--- config.mk ---
export PLATFORM = sky130hd
export DESIGN_NAME = evirq_unit
export DESIGN_NICKNAME = d
export VERILOG_FILES = /design/src/logic/evirq_pkg.sv /design/src/logic/evirq_unit.sv
export SDC_FILE = /design/constraint.sdc
export NUM_CORES = 1
export LEC_CHECK = 0
export ABC_CLOCK_PERIOD_IN_PS = 4700
export CAP_MARGIN = 15
export CORE_MARGIN = 4
export CORE_UTILIZATION = 35
export CTS_CLUSTER_DIAMETER = 80
export DETAILED_ROUTE_END_ITERATION = 16
export DONT_BUFFER_PORTS = 1
export PLACE_DENSITY = 0.46
export SLEW_MARGIN = 40
export SYNTH_ARGS = -nofsm -noshare
export SYNTH_HDL_FRONTEND = slang
export SYNTH_SLANG_ARGS = --single-unit
--- constraint.sdc ---
create_clock -name clk -period 4.7 [get_ports clk]
set_input_delay 0.47 -clock clk [delete_from_list [all_inputs] [get_ports clk]]
set_output_delay 0.47 -clock clk [all_outputs]
set_load 0.01 [all_outputs]
--- src/logic/evirq_pkg.sv ---
// Constants and carrier types for the event interrupt pulse unit.
// What this block does
// - Pulse event output low for 100 us.
// - Keep output high 100 us between pulses.
// - Push/pull drive, high when idle.
// - Interrupts never change operating mode.
// - Class 0 default: wake status events only.
// - Wake events interrupt only if source enabled.
// - Bus timeout is wake; mask overrides class.
// - Class 1 adds failures, never pin levels.
// - No interrupt for restart or fail-safe faults.
// - Stop entry with wake bits set pulses.
// - Status registers update at pulse falling edge.
// - Events latch until host clears them.
// - Init mode samples pin for configuration.
// - Config level filtered 10 us before accepted.
package evirq_pkg;
    localparam int CLK_MHZ = 250;
    localparam int PULSE_US = 100;
    localparam int GAP_US = 100;
    localparam int CFG_FLT_US = 10;
    localparam int PULSE_CYC = PULSE_US * CLK_MHZ;
    localparam int GAP_CYC = GAP_US * CLK_MHZ;
    localparam int CFG_FLT_CYC = CFG_FLT_US * CLK_MHZ;
    localparam int WAKE_W = 8;
    localparam int FAIL_W = 16;
    localparam int CNT_W = 16;
    localparam logic RST_CLASS = 1'b0;

    typedef enum logic [1:0] {
        EVIRQ_MODE_INIT = 2'b00,
        EVIRQ_MODE_NORMAL = 2'b01,
        EVIRQ_MODE_STOP = 2'b10,
        EVIRQ_MODE_OTHER = 2'b11
    } evirq_mode_t;

    typedef enum logic [1:0] {
        EVIRQ_IDLE = 2'b00,
        EVIRQ_PULSE = 2'b01,
        EVIRQ_GAP = 2'b10
    } evirq_state_t;

    // Event inputs, one cycle pulses from the status logic.
    typedef struct packed {
        logic [WAKE_W-1:0] wake_first;
        logic [WAKE_W-1:0] wake_second;
        logic bus_timeout_flag;
        logic [FAIL_W-1:0] fail;
    } evirq_evt_t;

    // Per-bit clear strobes from the SPI read-and-clear path.
    typedef struct packed {
        logic [WAKE_W-1:0] wake_first;
        logic [WAKE_W-1:0] wake_second;
        logic bus_timeout_flag;
        logic [FAIL_W-1:0] fail;
    } evirq_clr_t;
endpackage : evirq_pkg

--- src/logic/evirq_unit.sv ---
// Event interrupt pulse unit: latching, class select, pulse timing.
`timescale 1ns/1ps
module evirq_unit (
    input wire logic clk,
    input wire logic resetn,
    input wire logic clk_en,
    input wire evirq_pkg::evirq_mode_t mode,
    input wire logic stop_cmd,
    input wire logic class_global,
    input wire logic bus_timeout_irq_mask,
    input wire logic [evirq_pkg::WAKE_W-1:0] wake_en_first,
    input wire logic [evirq_pkg::WAKE_W-1:0] wake_en_second,
    input wire logic [evirq_pkg::FAIL_W-1:0] fail_irq_capable,
    input wire evirq_pkg::evirq_evt_t evt,
    input wire evirq_pkg::evirq_clr_t clr,
    input wire logic evt_pin_i,
    output logic evt_pin_o,
    output logic evt_pin_oe,
    output logic [evirq_pkg::WAKE_W-1:0] wake_status_first,
    output logic [evirq_pkg::WAKE_W-1:0] wake_status_second,
    output logic bus_timeout_flag,
    output logic [evirq_pkg::FAIL_W-1:0] fail_status,
    output logic hw_config,
    output logic hw_config_valid
);
    import evirq_pkg::*;

    // ==========================================================
    // Event latches
    // ==========================================================
    // Sticky bits: a set in the same cycle as its clear wins.
    // Wake bits are only captured when that source is enabled.
    logic [WAKE_W-1:0] wk1_q;
    logic [WAKE_W-1:0] wk2_q;
    logic bus_timeout_flag_q;
    logic [FAIL_W-1:0] fl_q;
    logic [WAKE_W-1:0] wk1_set;
    logic [WAKE_W-1:0] wk2_set;
    logic bus_timeout_flag_set;
    logic [FAIL_W-1:0] fl_set;

    assign wk1_set = evt.wake_first & wake_en_first;
    assign wk2_set = evt.wake_second & wake_en_second;
    assign bus_timeout_flag_set = evt.bus_timeout_flag;
    // Restart and fail-safe causes are strapped off in fail_irq_capable.
    assign fl_set = evt.fail & fail_irq_capable;

    always_ff @(posedge clk) begin
        if (!resetn) begin
            wk1_q <= '0;
            wk2_q <= '0;
            bus_timeout_flag_q <= 1'b0;
            fl_q <= '0;
        end else if (clk_en) begin
            wk1_q <= (wk1_q & ~clr.wake_first) | wk1_set;
            wk2_q <= (wk2_q & ~clr.wake_second) | wk2_set;
            bus_timeout_flag_q <= (bus_timeout_flag_q & ~clr.bus_timeout_flag) | bus_timeout_flag_set;
            fl_q <= (fl_q & ~clr.fail) | fl_set;
        end
    end

    // ==========================================================
    // Interrupt qualification
    // ==========================================================
    logic wake_trig;
    logic fail_trig;
    logic bus_timeout_flag_trig;
    logic stop_trig;
    logic trig;
    logic any_wake;
    logic active_mode;

    assign any_wake = |wk1_q || |wk2_q;
    assign active_mode = (mode == EVIRQ_MODE_NORMAL) ||
                         (mode == EVIRQ_MODE_STOP);
    assign wake_trig = |wk1_set || |wk2_set;
    // The timeout flag ignores the class bit; only its mask counts.
    assign bus_timeout_flag_trig = bus_timeout_flag_set && !bus_timeout_irq_mask;
    assign fail_trig = class_global && |fl_set;
    assign stop_trig = stop_cmd && any_wake;
    assign trig = wake_trig || bus_timeout_flag_trig || fail_trig || stop_trig;

    // ==========================================================
    // Pulse sequencer
    // ==========================================================
    // Mode is only an input here, nothing is fed back to it.
    evirq_state_t st_q;
    logic [CNT_W-1:0] cnt_q;
    logic pend_q;

    always_ff @(posedge clk) begin
        if (!resetn) begin
            pend_q <= 1'b0;
        end else if (clk_en) begin
            if (trig && active_mode && !(st_q == EVIRQ_IDLE)) begin
                pend_q <= 1'b1;
            end else if (st_q == EVIRQ_IDLE) begin
                pend_q <= 1'b0;
            end
        end
    end

    always_ff @(posedge clk) begin
        if (!resetn) begin
            st_q <= EVIRQ_IDLE;
            cnt_q <= '0;
        end else if (clk_en) begin
            case (st_q)
                EVIRQ_IDLE: begin
                    if (active_mode && (trig || pend_q)) begin
                        st_q <= EVIRQ_PULSE;
                        cnt_q <= CNT_W'(PULSE_CYC - 1);
                    end
                end
                EVIRQ_PULSE: begin
                    if (cnt_q == '0) begin
                        st_q <= EVIRQ_GAP;
                        cnt_q <= CNT_W'(GAP_CYC - 1);
                    end else begin
                        cnt_q <= cnt_q - 1'b1;
                    end
                end
                EVIRQ_GAP: begin
                    if (cnt_q == '0) begin
                        st_q <= EVIRQ_IDLE;
                    end else begin
                        cnt_q <= cnt_q - 1'b1;
                    end
                end
                default: begin
                    st_q <= EVIRQ_IDLE;
                    cnt_q <= '0;
                end
            endcase
        end
    end

    // ==========================================================
    // Pin driver and status snapshot
    // ==========================================================
    logic fall;
    assign fall = (st_q == EVIRQ_IDLE) && active_mode && (trig || pend_q);

    always_ff @(posedge clk) begin
        if (!resetn) begin
            evt_pin_o <= 1'b1;
            evt_pin_oe <= 1'b0;
        end else if (clk_en) begin
            evt_pin_oe <= (mode != EVIRQ_MODE_INIT);
            if (fall) begin
                evt_pin_o <= 1'b0;
            end else if (st_q == EVIRQ_PULSE && cnt_q == '0) begin
                evt_pin_o <= 1'b1;
            end
        end
    end

    // The host sees the latches as they stood at each falling edge.
    always_ff @(posedge clk) begin
        if (!resetn) begin
            wake_status_first <= '0;
            wake_status_second <= '0;
            bus_timeout_flag <= 1'b0;
            fail_status <= '0;
        end else if (clk_en && fall) begin
            wake_status_first <= wk1_q | wk1_set;
            wake_status_second <= wk2_q | wk2_set;
            bus_timeout_flag <= bus_timeout_flag_q | bus_timeout_flag_set;
            fail_status <= fl_q | fl_set;
        end
    end

    // ==========================================================
    // Configuration select sampling
    // ==========================================================
    // Pin is asynchronous, so it passes two flops before filtering.
    logic pin_s1_q;
    logic pin_s2_q;
    logic flt_lvl_q;
    logic [CNT_W-1:0] flt_cnt_q;

    always_ff @(posedge clk) begin
        if (!resetn) begin
            pin_s1_q <= 1'b0;
            pin_s2_q <= 1'b0;
        end else if (clk_en) begin
            pin_s1_q <= evt_pin_i;
            pin_s2_q <= pin_s1_q;
        end
    end

    always_ff @(posedge clk) begin
        if (!resetn) begin
            flt_lvl_q <= 1'b0;
            flt_cnt_q <= '0;
            hw_config <= 1'b0;
            hw_config_valid <= 1'b0;
        end else if (clk_en && mode == EVIRQ_MODE_INIT) begin
            if (pin_s2_q != flt_lvl_q) begin
                flt_lvl_q <= pin_s2_q;
                flt_cnt_q <= '0;
            end else if (flt_cnt_q == CNT_W'(CFG_FLT_CYC - 1)) begin
                hw_config <= flt_lvl_q;
                hw_config_valid <= 1'b1;
            end else begin
                flt_cnt_q <= flt_cnt_q + 1'b1;
            end
        end
    end

    // ==========================================================
    // Checks
    // ==========================================================
    a_pulse_width_held: assert property (@(posedge clk) disable iff (!resetn)
        ($fell(evt_pin_o) && clk_en) |-> (st_q == EVIRQ_PULSE &&
        cnt_q == CNT_W'(PULSE_CYC - 1)))
        else $error("pulse started with wrong count");
    a_gap_before_pulse: assert property (@(posedge clk) disable iff (!resetn)
        (st_q == EVIRQ_GAP) |-> !fall)
        else $error("pulse started inside the gap");
    a_idle_high: assert property (@(posedge clk) disable iff (!resetn)
        (st_q == EVIRQ_GAP || (st_q == EVIRQ_IDLE && !fall)) |=>
        evt_pin_o)
        else $error("pin low outside a pulse");
    a_no_fail_class0: assert property (@(posedge clk) disable iff (!resetn)
        (clk_en && st_q == EVIRQ_IDLE && !class_global && !pend_q &&
        !wake_trig && !bus_timeout_flag_trig && !stop_trig) |-> !fall)
        else $error("class 0 pulse without wake cause");
    a_mask_blocks_to: assert property (@(posedge clk) disable iff (!resetn)
        bus_timeout_irq_mask |-> !bus_timeout_flag_trig)
        else $error("masked timeout raised an interrupt");
    a_stop_pulses: assert property (@(posedge clk) disable iff (!resetn)
        (clk_en && stop_cmd && any_wake && active_mode &&
        st_q == EVIRQ_IDLE) |=> !evt_pin_o)
        else $error("stop entry with wake bits did not pulse");
    a_latch_holds: assert property (@(posedge clk) disable iff (!resetn)
        (clk_en && |wk1_q && ~|clr.wake_first) |=> |wk1_q)
        else $error("wake latch lost without a clear");
    a_defer_kept: assert property (@(posedge clk) disable iff (!resetn)
        (pend_q && st_q == EVIRQ_GAP && cnt_q == '0 && clk_en &&
        active_mode) |=> ##1 !evt_pin_o)
        else $error("deferred pulse was dropped");
    a_init_no_drive: assert property (@(posedge clk) disable iff (!resetn)
        (clk_en && mode == EVIRQ_MODE_INIT) |=> !evt_pin_oe)
        else $error("pin driven during init mode");
endmodule : evirq_unit

* Word-level counts from Yosys, hierarchy flattened
Index checks and enable logic that the tools add are counted.
Cells by class: add/subtract/negate cells 2, equality and inequality tests 11, mux-type cells 14, bitwise logic cells 20, reductions and logical operators 38
Operators by type and width (number):
- two-way mux 16 bit | 5
- case mux 16 bit (3 select lines) | 1
- bitwise AND 16 bit | 2
- bitwise AND 8 bit | 4
- bitwise OR 16 bit | 2
- bitwise OR 8 bit | 4
- OR reduction 8 bit | 4
- adder 16 x 1 -> 16 bit, second input constant | 1
- == test 16 x 12 -> 1 bit, second input constant | 1
- zero test 16 bit | 1
- inverter 16 bit | 1
- inverter 8 bit | 2
- OR reduction 16 bit | 1
- subtractor 16 x 1 -> 16 bit, second input constant | 1
- logical AND 1 bit | 11
- != test 2 bit, second input constant | 4
- AND reduction 2 bit | 4
- logical OR 1 bit | 7
- two-way mux 2 bit | 3
- case mux 2 bit (3 select lines) | 1
- AND reduction 3 bit | 2
- nonzero test 2 bit | 3
- == test 2 x 1 -> 1 bit, second input constant | 2
- == test 2 bit, second input constant | 2
- 9 further kinds | 16
Storage, ports and cells: register bits 108, output and inout bits 37

* Logic depth before layout (Yosys ltp)
depth in word-level cells 10, mapped depth 8, mapped depth without buffers 8

* Worst setup path before layout
Ideal clock, no wire load.
path kind input -> register, start point input port evt[15] in the netlist's numbering, end point register wake_status_second[5] in the netlist's numbering, library setup time 0.119 ns, data arrival time 2.272 ns, required time 4.581 ns, setup slack 2.309 ns, stages 8, cell sequence nand2_1 -> nand4_1 -> o41a_1 -> o41ai_4 -> nor2b_1 -> clkbuf_1 -> buf_2 -> o221a_2
Between the ends: word-level cells in the longest chain between the ends 8
RTL lines:
- start: declaration | RTL line evirq_unit.sv:14 | input wire evirq_pkg::evirq_evt_t evt,
- bitwise AND 16 bit | RTL line evirq_unit.sv:46 | assign fl_set = evt.fail & fail_irq_capable;
- OR reduction 16 bit | RTL line evirq_unit.sv:79 | assign fail_trig = class_global && |fl_set;
- logical AND 1 bit | RTL line evirq_unit.sv:79
- logical OR 1 bit (2 in series) | RTL line evirq_unit.sv:81 | assign trig = wake_trig || bus_timeout_flag_trig || fail_trig || stop_trig;
- logical OR 1 bit | RTL line evirq_unit.sv:142 | assign fall = (st_q == EVIRQ_IDLE) && active_mode && (trig || pend_q);
- logical AND 1 bit | RTL line evirq_unit.sv:142
- logical AND 1 bit | RTL line evirq_unit.sv:165 | end else if (clk_en && fall) begin
- end signal: assignment | RTL line evirq_unit.sv:167 | wake_status_second <= wk2_q | wk2_set;
- end: declaration | RTL line evirq_unit.sv:20 | output logic [evirq_pkg::WAKE_W-1:0] wake_status_second,
No other way between the ends. A chain may end at the register's enable or synchronous reset.

* Worst setup path in the final report
start point register wk2_q[1], end point register wake_status_second[6] in the netlist's numbering
Between the ends: word-level cells in the longest chain between the ends 7
RTL lines:
- start: declaration | RTL line evirq_unit.sv:34 | logic [WAKE_W-1:0] wk2_q;
- start signal: assignment | RTL line evirq_unit.sv:56 | wk2_q <= (wk2_q & ~clr.wake_second) | wk2_set;
- OR reduction 8 bit | RTL line evirq_unit.sv:73 | assign any_wake = |wk1_q || |wk2_q;
- logical OR 1 bit | RTL line evirq_unit.sv:73
- logical AND 1 bit | RTL line evirq_unit.sv:80 | assign stop_trig = stop_cmd && any_wake;
- logical OR 1 bit | RTL line evirq_unit.sv:81
- logical OR 1 bit | RTL line evirq_unit.sv:142
- logical AND 1 bit | RTL line evirq_unit.sv:142
- logical AND 1 bit | RTL line evirq_unit.sv:165
No other way between the ends.

==> impl_metrics.ini <==
[yosys]
async_flop_share_pct = 0
synth_nets = 714
ys.flop_type = dfxtp_1
synth_top_area_share_pct = 41.5
synth_seq_cells = 108
synthCells = 603
yosys-top-cells-area = dfxtp_1, nand2_1, o221a_1
synth.distinct_cells = 59
synth-seq-area-share_pct = 41.5
yosysWarnings = 0
netlist_area_um2 = 5210
synth_edf_count = 0
synth_largest_area_cell = dfxtp_1
avgSynthCellArea_um2 = 8.64

[layout]
post-route-util_pct = 38.6
regArea_um2 = 2160
fill_cells = 1504
final_area_um2 = 5610
antenna_cells = 0
multi_input_area_um2 = 2870
num-nets-final = 692
stdcell_count = 770
syn2layout_area_growth_pct = 7.78
drive_above_1_share_pct = 6.83

[clocking]
cts_sinks = 108
cts-buffers-inserted = 9
clock_path_buffers = 2
cts_resized = 0
htree_levels = 3
clock-root-buffer = clkbuf_16
cts.clk_slew.worst_paths_ns = 0.08
ctsHoldBuffers = 0
cts_tree = yes
cts_setup_buffers = 0
clock_latency_ns = 0.35

[route]
drt_iter0_markers = 232
totalWireLength_um = 14600
ant_nets = 0
wl_per_cell_um = 19.0
viasPerCell = 5.77
detail_route.first_pass.iterations = 4
vias = 4440
drc = 0

[sta]
rsz0062_at_grt = false
fin_worst_skew_ns = 0.00919
period_share_pct = 55.6
finalHoldViolCount = 0
setup_ws_ns = 2.09
finalMaxSlewViolations = 0
setup_tns_ns = 0
tightestPinTransition_ns = 0.716
finalSetupViolCount = 0
period_minus_slack_ns = 2.61
max_slew_margin_pct = 52.2
max_freq_mhz = 383

[min_path]
hp-class = in -> reg

[global_route]
antenna_found_initial = 0
grt_pass1_wl_um = 22800
grt_max_degree = 100
grt_usage_pct = 17.0
grt_pass1_vias = 4212
gr-total-overflow = 0

[job]
drv_cap = 0

[worst_setup_path]
path_cells = nor4_1, a41oi_1, o41ai_4, nor2b_2, buf_4, o221a_2
critPathRequiredTime_ns = 4.94
crit_arrival_ns = 2.85
critPathMaxFanout = 33
max_stage_delay_ns = 0.76
path_class = reg -> reg
crit_slowest_cell = o41ai_4
worstSetupEndpointType = flip-flop
crit_path_start_kind = flip-flop
critical_path_buf_inv_count = 1
crit_family = compound AO/OA/AOI/OAI gates

[place]
pre_cts_slack_ns = 1.84
dp_hpwl_um = 10400
portBuffers = 0
placed_area_um2 = 5330
dp.cells = 754
globalplace.congestion = 0.804

[die]
initial_core_util_pct = 35.8
ios = 144
die_y_um = 130
die_w_um = 130
core_um2 = 14500
die_area_um2 = 16900
rows = 44

[power_and_ir_drop]
ir_drop_mv = 0.179
leakagePower_nw = 1.98
p_per_area_nw_per_um2 = 383

[run_status]
status = complete, no violations
==> flip-flops by register name, indices dropped and copies added, names as in the netlist, 2 cells and up <==
signal,flops
st_q,2
wk2_q,8
flt_cnt_q,16
wake_status_second,8
wake_status_first,8
cnt_q,16
wk1_q,8
fl_q,16
fail_status,16
==> worst register-to-register path, delay by kind of cell (launching register included) <==
family | cells | cell delay (ns)
AOI/OAI and AO/OA | 3 | 1.39
and+or+nand+nor | 2 | 0.50
buffers and inverters | 1 | 0.28
DFF | 1 | 0.33
==> layout by cell type (no fill, tap or decap), types with 4 or more instances in the layout <==
cell type / n
a21oi_1: 35
a22oi_1: 7
a2bb2oi_1: 19
a31oi_1: 7
a32oi_1: 14
clkbuf_16: 9
clkinv_4: 4
dfxtp_1: 108
ha_1: 4
inv_1: 11
mux2i_1: 5
nand2_1: 92
nand3_1: 9
nand3b_1: 20
nand4_1: 9
nor2_1: 30
nor2b_1: 39
nor3_1: 16
nor4_1: 8
o21ai_0: 29
o221a_1: 27
o221a_2: 6
o22ai_1: 4
or3_1: 11
xnor2_1: 9
==> synthesized netlist by cell type (2+ instances only) <==
library cell	number
o221a_1	27
o31ai_1	2
nand2_1	92
buf_2	4
o22ai_1	4
inv_1	12
a211o_1	2
nor2b_1	40
a21oi_1	35
clkbuf_1	31
o21ai_1	2
ha_1	4
nand3b_1	20
o21ai_0	29
o221a_2	6
nand2b_1	2
or3_1	11
a31oi_1	7
and3_1	3
nor2_1	30
nor4_1	8
dfxtp_1	108
mux2i_1	5
nor4b_1	2
o21a_1	3
a22oi_1	7
a32oi_1	14
nand3_1	9
nand4_1	9
xnor2_1	9
xor2_1	3
nor3_1	17
o2111ai_1	2
a2bb2oi_1	19
==> logic make-up (layout without fill, tap and decap cells) <==
kind of cell / after synthesis / after routing / share of synthesized area (%)
mux: 5 / 5 / 0.961
buf+inv: 48 / 31 / 3.70
flops: 108 / 108 / 41.5
xor+xnor: 12 / 12 / 2.02
simple gates: 253 / 253 / 24.9
fa+ha+maj: 4 / 4 / 0.961
compound gates: 173 / 173 / 25.9
==> path summary, 6_finish.rpt <==
kind         startpoint               endpoint  slack, ns  cells after the start
max            wk2_q[1]  wake_status_second[6]       2.09                      6
min              resetn             evt_pin_oe       0.28                      2
max reg2reg    wk2_q[1]  wake_status_second[6]       2.09                      6
min reg2reg   cnt_q[15]              cnt_q[15]       0.47                      1
==> final cells by class <==
cell class | instances | area share [%]
clock inverter | 5 | 0.825
sequential | 108 | 38.5
multi-input combinational | 447 | 51.0
tap | 184 | 4.10
inverter | 12 | 0.802
timing repair buffer | 3 | 0.401
clock buffer | 11 | 4.32
==> per-layer routing <==
metal | track usage [%] | up-vias | part of all wire [%]
met5 | 0 | - | 0
met4 | 4.77 | 0 | 1.7
met3 | 4.87 | 17 | 5.4
met2 | 27.3 | 108 | 47
met1 | 22.4 | 2117 | 46
li1 | - | 2198 | -
==> metrics by stage <==
step	power, mW	hold WS, ns
final	2.15	0.278
after global routing	2.27	0.248
after CTS	2.18	0.249
after detailed placement	1.43	0.464
after global placement	1.43	0.454
after floorplan	1.36	0.432
==> where the power goes <==
| group | leakage (nW) | internal [mW] | switching, mW |
|---|---|---|---|
| clock network | 0.142 | 0.382 | 0.359 |
| registers | 0.883 | 0.978 | 0.0707 |
| logic | 0.957 | 0.150 | 0.212 |
| total | 1.98 | 1.51 | 0.642 |
(Power assumes the default switching activity.)
